**src/rtl/lin_aux_pkg.sv**
```systemverilog
// lin_aux_pkg: register map, field positions and constants of the LIN auxiliary status/control block.
// assumes one 10 MHz bus clock and a surrounding UART core that supplies bit-time ticks.
//
// What this block does, and what its users should do
// break seen while enabled sets break flag
// active rx edge sets edge flag
// rx_invert flips every received element
// standby idle sets idle only if selected
// tx break 10/13 bits, plus one if 9-bit
// framing check ignores long_break_select
// long break detect blocks framing and full flags
// break threshold 10/11 bits, plus one if 9-bit
// internal-oscillator nodes should enable long detect
// receiver active set on start, cleared on idle
// software reads rx ninth bit before data
// tx ninth bit loads with data into shifter
// tx ninth bit holds between writes
// single-wire direction sets tx pin direction
// tx_invert flips every transmitted element
// overrun with enable raises interrupt
// noise with enable raises interrupt
// framing error with enable raises interrupt
// parity error with enable raises interrupt
// stop bit low sets framing with full flag
// idle flag once after full idle character
// zero writes change no flag; a one written to status clears the flag
package lin_aux_pkg;
    // ==========================================
    // register offsets
    localparam logic [11:0] STATUS_OFFSET  = 12'h000;
    localparam logic [11:0] CONTROL_OFFSET = 12'h004;
    // ==========================================
    // status register fields
    localparam int BRK_FLAG_BIT   = 7;
    localparam int EDGE_FLAG_BIT  = 6;
    localparam int RX_INV_BIT     = 4;
    localparam int WAKE_IDLE_BIT  = 3;
    localparam int LONG_BRK_BIT   = 2;
    localparam int LONG_DET_BIT   = 1;
    localparam int RX_ACTIVE_BIT  = 0;
    // ==========================================
    // control register fields
    localparam int RX_NINTH_BIT   = 7;
    localparam int TX_NINTH_BIT   = 6;
    localparam int DIR_BIT        = 5;
    localparam int TX_INV_BIT     = 4;
    localparam int OVR_IE_BIT     = 3;
    localparam int NOISE_IE_BIT   = 2;
    localparam int FRAME_IE_BIT   = 1;
    localparam int PARITY_IE_BIT  = 0;
    // ==========================================
    // reset values and bit-time counts
    localparam logic [7:0] STATUS_RESET  = 8'h00;
    localparam logic [7:0] CONTROL_RESET = 8'h00;
    localparam logic [3:0] BRK_TX_SHORT  = 4'hA;
    localparam logic [3:0] BRK_TX_LONG   = 4'hD;
    localparam logic [3:0] BRK_DET_SHORT = 4'hA;
    localparam logic [3:0] BRK_DET_LONG  = 4'hB;
    localparam logic [3:0] IDLE_SHORT    = 4'hA;
    localparam logic [3:0] IDLE_LONG     = 4'hB;
    localparam logic [3:0] ONE_BIT       = 4'h1;
    localparam logic [3:0] COUNT_ZERO    = 4'h0;
    localparam logic [31:0] READ_ZERO    = 32'h0000_0000;
endpackage : lin_aux_pkg
```
**src/rtl/lin_aux.sv**
```systemverilog
// lin_aux: APB-mapped status/control registers plus break, edge, idle and break-send logic of a LIN UART.
// assumes the UART core supplies a one-cycle bit tick, receiver events and the raw pin levels, all synchronous.
`timescale 1ns/1ps
`default_nettype none
module lin_aux (
    // clock and reset
    input  wire logic        i_clk,
    input  wire logic        i_srst,
    // apb slave
    input  wire logic        i_psel,
    input  wire logic        i_penable,
    input  wire logic        i_pwrite,
    input  wire logic [11:0] i_paddr,
    input  wire logic [31:0] i_pwdata,
    output logic      [31:0] o_prdata,
    output logic             o_pready,
    output logic             o_pslverr,
    // core configuration and events
    input  wire logic        i_bit_tick,
    input  wire logic        i_word_length_select,
    input  wire logic        i_loop_mode_select,
    input  wire logic        i_rx_source_select,
    input  wire logic        i_rx_standby,
    input  wire logic        i_start_detect,
    input  wire logic        i_stop_sample_low,
    input  wire logic        i_char_done,
    input  wire logic        i_rx_ninth_bit,
    input  wire logic        i_data_write,
    input  wire logic [7:0]  i_data_byte,
    input  wire logic        i_send_break,
    // core error flags
    input  wire logic        i_overrun_flag,
    input  wire logic        i_noise_flag,
    input  wire logic        i_framing_error_flag,
    input  wire logic        i_parity_error_flag,
    // core-side results
    output logic             o_rx_data,
    output logic             o_framing_set,
    output logic             o_rx_full_set,
    output logic             o_idle_set,
    output logic             o_shift_load,
    output logic      [8:0]  o_shift_word,
    output logic             o_break_active,
    output logic             o_irq,
    // pins
    input  wire logic        i_rx_pin,
    input  wire logic        i_tx_core,
    output logic             o_tx_pin,
    output logic             o_tx_pin_oe
);
    import lin_aux_pkg::*;

    // ==========================================
    // state
    typedef struct packed {
        logic [7:0] status;
        logic [7:0] control;
        logic       rx_prev;
        logic [3:0] low_count;
        logic [3:0] high_count;
        logic       brk_armed;
        logic       idle_armed;
        logic       brk_tx;
        logic [3:0] brk_count;
        logic       shift_load;
        logic [8:0] shift_word;
        logic       idle_set;
        logic [31:0] prdata;
    } state_t;

    state_t state_reg;
    state_t state_next;

    logic rx_level;
    logic wr_en;
    logic rd_en;
    logic hit_status;
    logic hit_control;
    logic [3:0] det_limit;
    logic [3:0] idle_limit;
    logic [3:0] brk_limit;
    logic long_det;
    logic active_edge;

    // ==========================================
    // apb decode
    assign hit_status  = (i_paddr == STATUS_OFFSET);
    assign hit_control = (i_paddr == CONTROL_OFFSET);
    assign wr_en = i_psel && i_penable && i_pwrite;
    assign rd_en = i_psel && !i_penable && !i_pwrite;
    assign o_pready  = 1'b1;
    assign o_pslverr = i_psel && i_penable && !hit_status && !hit_control;
    assign o_prdata  = state_reg.prdata;

    // ==========================================
    // pin paths
    assign rx_level = i_rx_pin ^ state_reg.status[RX_INV_BIT];
    assign o_rx_data = rx_level;
    // active edge is taken on the raw pin so that toggling rx_invert alone raises no edge
    assign active_edge = state_reg.status[RX_INV_BIT] ? (!state_reg.rx_prev && i_rx_pin)
                                                      : (state_reg.rx_prev && !i_rx_pin);
    assign o_tx_pin = (state_reg.brk_tx ? 1'b0 : i_tx_core) ^ state_reg.control[TX_INV_BIT];
    assign o_tx_pin_oe = !(i_loop_mode_select && i_rx_source_select) || state_reg.control[DIR_BIT];
    assign long_det = state_reg.status[LONG_DET_BIT];
    assign o_framing_set = i_stop_sample_low && !long_det;
    assign o_rx_full_set = i_char_done && !long_det;
    assign o_idle_set = state_reg.idle_set;
    assign o_shift_load = state_reg.shift_load;
    assign o_shift_word = state_reg.shift_word;
    assign o_break_active = state_reg.brk_tx;
    assign o_irq = (i_overrun_flag && state_reg.control[OVR_IE_BIT])
                || (i_noise_flag && state_reg.control[NOISE_IE_BIT])
                || (i_framing_error_flag && state_reg.control[FRAME_IE_BIT])
                || (i_parity_error_flag && state_reg.control[PARITY_IE_BIT]);

    // ==========================================
    // thresholds
    always_comb begin
        det_limit = long_det ? BRK_DET_LONG : BRK_DET_SHORT;
        idle_limit = IDLE_SHORT;
        brk_limit = state_reg.status[LONG_BRK_BIT] ? BRK_TX_LONG : BRK_TX_SHORT;
        if (i_word_length_select) begin
            det_limit = det_limit + ONE_BIT;
            idle_limit = IDLE_LONG;
            brk_limit = brk_limit + ONE_BIT;
        end
    end

    // ==========================================
    // next state
    always_comb begin
        state_next = state_reg;
        state_next.rx_prev = i_rx_pin;
        state_next.shift_load = 1'b0;
        state_next.idle_set = 1'b0;
        // edge flag: falling pin, or rising pin when inverted
        if (active_edge) begin
            state_next.status[EDGE_FLAG_BIT] = 1'b1;
        end else if (wr_en && hit_status && i_pwdata[EDGE_FLAG_BIT]) begin
            state_next.status[EDGE_FLAG_BIT] = 1'b0;
        end
        // receiver active
        if (i_start_detect) begin
            state_next.status[RX_ACTIVE_BIT] = 1'b1;
            state_next.idle_armed = 1'b1;
        end
        // low and high run counters on bit ticks
        if (rx_level) begin
            state_next.low_count = COUNT_ZERO;
            state_next.brk_armed = 1'b1;
        end
        if (!rx_level) begin
            state_next.high_count = COUNT_ZERO;
        end
        if (i_bit_tick) begin
            if (!rx_level && state_reg.low_count != det_limit) begin
                state_next.low_count = state_reg.low_count + ONE_BIT;
            end
            if (rx_level && state_reg.high_count != idle_limit) begin
                state_next.high_count = state_reg.high_count + ONE_BIT;
            end
        end
        // idle time is counted afresh from each start bit
        if (i_start_detect) begin
            state_next.high_count = COUNT_ZERO;
        end
        // break detect
        if (state_reg.low_count == det_limit && state_reg.brk_armed && long_det) begin
            state_next.status[BRK_FLAG_BIT] = 1'b1;
            state_next.brk_armed = 1'b0;
        end else if (wr_en && hit_status && i_pwdata[BRK_FLAG_BIT]) begin
            state_next.status[BRK_FLAG_BIT] = 1'b0;
        end
        // idle line: clears activity, flags idle once
        if (state_reg.high_count == idle_limit && state_reg.idle_armed && !i_start_detect) begin
            state_next.status[RX_ACTIVE_BIT] = 1'b0;
            state_next.idle_armed = 1'b0;
            state_next.idle_set = !i_rx_standby || state_reg.status[WAKE_IDLE_BIT];
        end
        // control fields written by software
        if (wr_en && hit_status) begin
            state_next.status[RX_INV_BIT] = i_pwdata[RX_INV_BIT];
            state_next.status[WAKE_IDLE_BIT] = i_pwdata[WAKE_IDLE_BIT];
            state_next.status[LONG_BRK_BIT] = i_pwdata[LONG_BRK_BIT];
            state_next.status[LONG_DET_BIT] = i_pwdata[LONG_DET_BIT];
        end
        if (wr_en && hit_control) begin
            state_next.control[6:0] = i_pwdata[6:0];
        end
        state_next.control[RX_NINTH_BIT] = i_char_done ? i_rx_ninth_bit : state_reg.control[RX_NINTH_BIT];
        // ninth bit goes to the shifter with the data byte
        if (i_data_write) begin
            state_next.shift_load = 1'b1;
            state_next.shift_word = {state_reg.control[TX_NINTH_BIT], i_data_byte};
        end
        // break transmit
        if (!state_reg.brk_tx && i_send_break) begin
            state_next.brk_tx = 1'b1;
            state_next.brk_count = COUNT_ZERO;
        end else if (state_reg.brk_tx && i_bit_tick) begin
            if (state_reg.brk_count + ONE_BIT == brk_limit) begin
                state_next.brk_tx = 1'b0;
            end
            state_next.brk_count = state_reg.brk_count + ONE_BIT;
        end
        // read data
        if (rd_en) begin
            state_next.prdata = hit_status ? {24'h000000, state_reg.status}
                              : hit_control ? {24'h000000, state_reg.control} : READ_ZERO;
        end
    end

    // ==========================================
    // registers
    always_ff @(posedge i_clk) begin
        if (i_srst) begin
            state_reg <= '0;
            state_reg.status <= STATUS_RESET;
            state_reg.control <= CONTROL_RESET;
            state_reg.rx_prev <= 1'b1;
        end else begin
            state_reg <= state_next;
        end
    end

    // ==========================================
    // checks
    edge_flag_a: assert property (@(posedge i_clk) disable iff (i_srst)
        active_edge |=> state_reg.status[EDGE_FLAG_BIT])
        else $error("edge flag missed");
    brk_flag_a: assert property (@(posedge i_clk) disable iff (i_srst)
        state_reg.low_count == det_limit && state_reg.brk_armed && long_det |=> state_reg.status[BRK_FLAG_BIT])
        else $error("break flag missed");
    brk_hold_a: assert property (@(posedge i_clk) disable iff (i_srst)
        state_reg.status[BRK_FLAG_BIT] && !(wr_en && hit_status && i_pwdata[BRK_FLAG_BIT])
        |=> state_reg.status[BRK_FLAG_BIT])
        else $error("break flag lost");
    irq_nf_a: assert property (@(posedge i_clk) disable iff (i_srst)
        i_noise_flag && state_reg.control[NOISE_IE_BIT] |-> o_irq)
        else $error("noise irq missing");
    irq_fe_a: assert property (@(posedge i_clk) disable iff (i_srst)
        i_framing_error_flag && state_reg.control[FRAME_IE_BIT] |-> o_irq)
        else $error("framing irq missing");
    irq_pf_a: assert property (@(posedge i_clk) disable iff (i_srst)
        i_parity_error_flag && state_reg.control[PARITY_IE_BIT] |-> o_irq)
        else $error("parity irq missing");
    ninth_hold_a: assert property (@(posedge i_clk) disable iff (i_srst)
        !(wr_en && hit_control) |=> $stable(state_reg.control[TX_NINTH_BIT]))
        else $error("tx ninth bit changed");
    idle_block_a: assert property (@(posedge i_clk) disable iff (i_srst)
        i_rx_standby && !state_reg.status[WAKE_IDLE_BIT] |=> !o_idle_set)
        else $error("idle flagged in standby");
    brk_len_a: assert property (@(posedge i_clk) disable iff (i_srst)
        state_reg.brk_tx |-> state_reg.brk_count < brk_limit)
        else $error("break too long");
    oe_drive_a: assert property (@(posedge i_clk) disable iff (i_srst)
        !(i_loop_mode_select && i_rx_source_select) |-> o_tx_pin_oe)
        else $error("tx pin not driven");
    edge_hold_a: assert property (@(posedge i_clk) disable iff (i_srst)
        state_reg.status[EDGE_FLAG_BIT] && !(wr_en && hit_status && i_pwdata[EDGE_FLAG_BIT])
        |=> state_reg.status[EDGE_FLAG_BIT])
        else $error("edge flag lost");
    frame_block_a: assert property (@(posedge i_clk) disable iff (i_srst)
        long_det |-> !o_framing_set && !o_rx_full_set)
        else $error("framing not blocked");
    irq_or_a: assert property (@(posedge i_clk) disable iff (i_srst)
        i_overrun_flag && state_reg.control[OVR_IE_BIT] |-> o_irq)
        else $error("overrun irq missing");
    tx_inv_a: assert property (@(posedge i_clk) disable iff (i_srst)
        state_reg.brk_tx |-> o_tx_pin == state_reg.control[TX_INV_BIT])
        else $error("break level wrong");
    ninth_a: assert property (@(posedge i_clk) disable iff (i_srst)
        i_data_write |=> o_shift_load && o_shift_word[8] == $past(state_reg.control[TX_NINTH_BIT]))
        else $error("ninth bit not loaded");
    dir_a: assert property (@(posedge i_clk) disable iff (i_srst)
        i_loop_mode_select && i_rx_source_select && !state_reg.control[DIR_BIT] |-> !o_tx_pin_oe)
        else $error("single wire direction wrong");
    active_a: assert property (@(posedge i_clk) disable iff (i_srst)
        i_start_detect |=> state_reg.status[RX_ACTIVE_BIT])
        else $error("active flag not set");
endmodule : lin_aux
`default_nettype wire

```
**config.mk**
```make
export PLATFORM = sky130hd
export DESIGN_NAME = lin_aux
export DESIGN_NICKNAME = d
export VERILOG_FILES = /design/src/rtl/lin_aux_pkg.sv /design/src/rtl/lin_aux.sv
export SDC_FILE = /design/constraint.sdc
export NUM_CORES = 1
export LEC_CHECK = 0
export BUFFER_PORTS_ARGS = -buffer_cell sky130_fd_sc_hd__clkbuf_2
export CORE_MARGIN = 5
export CORE_UTILIZATION = 46
export DETAILED_ROUTE_END_ITERATION = 10
export GPL_TIMING_DRIVEN = 1
export HOLD_SLACK_MARGIN = 0.12
export PLACE_DENSITY_LB_ADDON = 0.12
export SLEW_MARGIN = 40
export SYNTH_ARGS = -nofsm -noshare
export SYNTH_HDL_FRONTEND = slang
export SYNTH_SLANG_ARGS = --single-unit
```
**constraint.sdc**
```tcl
create_clock -name i_clk -period 1.6 [get_ports i_clk]
set_input_delay 0.32 -clock i_clk [delete_from_list [all_inputs] [get_ports i_clk]]
set_output_delay 0.32 -clock i_clk [all_outputs]
set_load 0.02 [all_outputs]
```
==> impl_metrics.ini <==
[timing]
min_period_over_period_pct = 94.7
rsz0062_at_grt = no
hold_ws_ns = 0.252
report.final.slew_viol_count = 0
worstMarginPinSlew_ns = 0.547
clock_skew_ns = 0.00915
slew_headroom_pct = 63.4
tns_ns = 0
hold_viol = 0
setup_viol = 0
fin_ws_ns = 0.0845
fmax_mhz = 660
period_minus_slack_ns = 1.52

[clock_network]
cts_root_buffer = clkbuf_8
clock_latency_ns = 0.30
cts_num_sinks = 49
cts_buffer_depth = 2
cts_buffers = 5
cts_tree = built
clk_pin_slew_ns = 0.09
cts_hold_repair.buffers = 0
h-tree-depth = 2

[logic_synthesis]
synth_top_area_share_pct = 38.5
yosys.cell_types.count = 42
syn_avg_cell_area_um2 = 9.11
syn_area_um2 = 2550
synthTopCellsByArea = dfxtp_1, buf_4, mux2i_1
ys_ff_latch = 49
synth-seq-area-share_pct = 38.5
syn_inst = 280
yosysWarnings = 0
yosysTopAreaCell = dfxtp_1

[grt]
grt_pass1_wl_mm = 8.28
grt_max_degree = 21
grt_pass1_vias = 1851
antenna_found_initial = 0
grt.total_usage_pct = 14.0
grt.overflow.total = 0

[worst_setup_path]
critPathRequiredTime_ns = 1.28
r2r_slack_ns = 0.12
worstPathArrival_ns = 1.20
criticalPathCategory = register to primary output
end_kind = primary output
endpoint = o_rx_data
rr_worst_depth = 6
startpoint = state_reg[71]
r2r-end = state_reg[56]
crit_fanout = 5
r2r_start = long_det
start_kind = register

[floorplan]
dieArea_um2 = 7130
ios = 126
start_util_pct = 46.9
num_rows = 27
die_x_um = 84.5
die_y_um = 84.5
core_area_um2 = 5440

[outcome]
status = complete, no violations

[finish]
regArea_um2 = 985
fin_util_pct = 55.0
drive_above_1_share_pct = 33.6
nets = 433
largest_reg_flops = 28
area_growth_syn_to_layout_pct = 17.3
diodes = 0
finalInstanceArea_um2 = 2990
nFillCells = 529
multiInputGateArea_um2 = 1290

[route]
routedWlPerCell_um = 11.9
routed_via_density = 4.68
via_count = 1995
drt_first_pass_iters = 4
ant_nets = 0
drtIter0Drc = 62
routed_wirelength_mm = 5.05
drc_errors = 0

[power_and_ir_drop]
irDropWorstVdd_uv = 470
leakagePower_nw = 1.49
power_density_nw_per_um2 = 771

[placement]
hpwl_mm = 4.09
place_area_um2 = 2870
gp_congestion = 0.844
dp_slack_ns = -0.0140
port_buffers = 76

[worst_hold_path]
hold_depth = 3
min_path_type = input pin to register

[flow_run]
drv_cap = 0
[final cells by class]
| cell class | count | area share (%) |
|---|---|---|
| clock buffers | 6 | 2.43 |
| inverters | 5 | 0.628 |
| flip-flops and latches | 49 | 32.9 |
| repair buffers | 94 | 17.2 |
| well taps | 72 | 3.01 |
| clock inverters | 2 | 0.502 |
| multi-input cells | 198 | 43.3 |
[through the flow]
| step | cells | power, W |
|---|---|---|
| 3_3_place_gp | 416 | 0.00161 |
| 2_1_floorplan | 303 | 0.00155 |
| 3_5_place_dp | 416 | 0.00162 |
| 4_1_cts | 424 | 0.00234 |
| 5_1_grt | 426 | 0.00242 |
| 6_report | 426 | 0.00230 |
[layer usage]
layer	share of wire, %	wire (um)	vias up	global-route usage, %
met5	0	0	-	0
met4	0.79	40	0	3.88
met3	8.3	422	4	5.50
met2	46	2320	61	23.5
met1	45	2270	899	16.8
li1	-	-	1031	-
[logic make-up after synthesis]
group                    synth area share (%)
multiplexers                             11.4
AND/OR/NAND/NOR                          18.2
AO/OA/AOI/OAI                            9.13
flip-flops                               38.5
XOR/XNOR                                 4.81
buffers and inverters                    14.8
adder cells (fa/ha/maj)                  2.94
other                                   0.295
[cell usage in the layout (no fill, tap or decap), drive strengths merged, types with 3 or more instances in the layout]
master   n
buf     18
nor4     3
dfxtp   49
a21oi    9
nor3     4
conb    25
xor2     5
or2      3
o21ai   11
nand2   19
inv      5
mux2i   29
nand3    3
clkbuf  82
nor2    40
xnor2    9
ha       6
nand4    5
nor2b    3
[synth_stat cells, drive strengths merged]
master  count
nor2       40
nand4       5
nand3       3
or3b        1
and3        1
and4        2
o21bai      1
nand2b      2
nor3b       1
buf        44
nand3b      2
a32oi       1
nand2      19
inv         5
dfxtp      49
mux2i      29
ha          6
xor2        5
xnor2       9
and4b       1
a311oi      1
nor3        4
clkbuf      7
o31a        1
or2         3
a21oi       9
nor4        3
o21ai      11
a211oi      1
conb        2
a41oi       1
a21o        2
a22oi       2
or3         1
a31oi       2
a21bo       1
nor2b       3
[power by group]
part | total [W] | internal, W | leakage [nW] | switching [W]
sequential | 0.00127 | 0.00125 | 0.399 | 0.0000217
combinational | 0.000325 | 0.000128 | 1.05 | 0.000197
clock | 0.000711 | 0.000308 | 0.0374 | 0.000403
total | 0.00230 | 0.00168 | 1.49 | 0.000622
[worst min path at each step]
stage / from / slack, ns / end
after floorplan: i_rx_pin / 0.43 / state_reg[58]
after global placement: o_prdata[2] / 0.44 / o_prdata[2]
after detailed placement: o_prdata[6] / 0.45 / o_prdata[6]
after CTS: i_data_byte[1] / 0.25 / o_shift_word[1]
after global routing: i_start_detect / 0.25 / state_reg[67]
final: i_data_byte[7] / 0.25 / o_shift_word[7]
[what timing repair did]
item	CTS	global route
hold endpoints to repair	0	0
setup buffers	0	2
pin swaps	1	2
resized for setup	2	2
setup endpoints to repair	2	4
[worst max-delay path, stage by stage, from the launching register on]
cell and delay, ns:
dfxtp_1 0.46, xor2_2 0.23, clkbuf_2 0.21
Power figures use the tool's default switching activity.
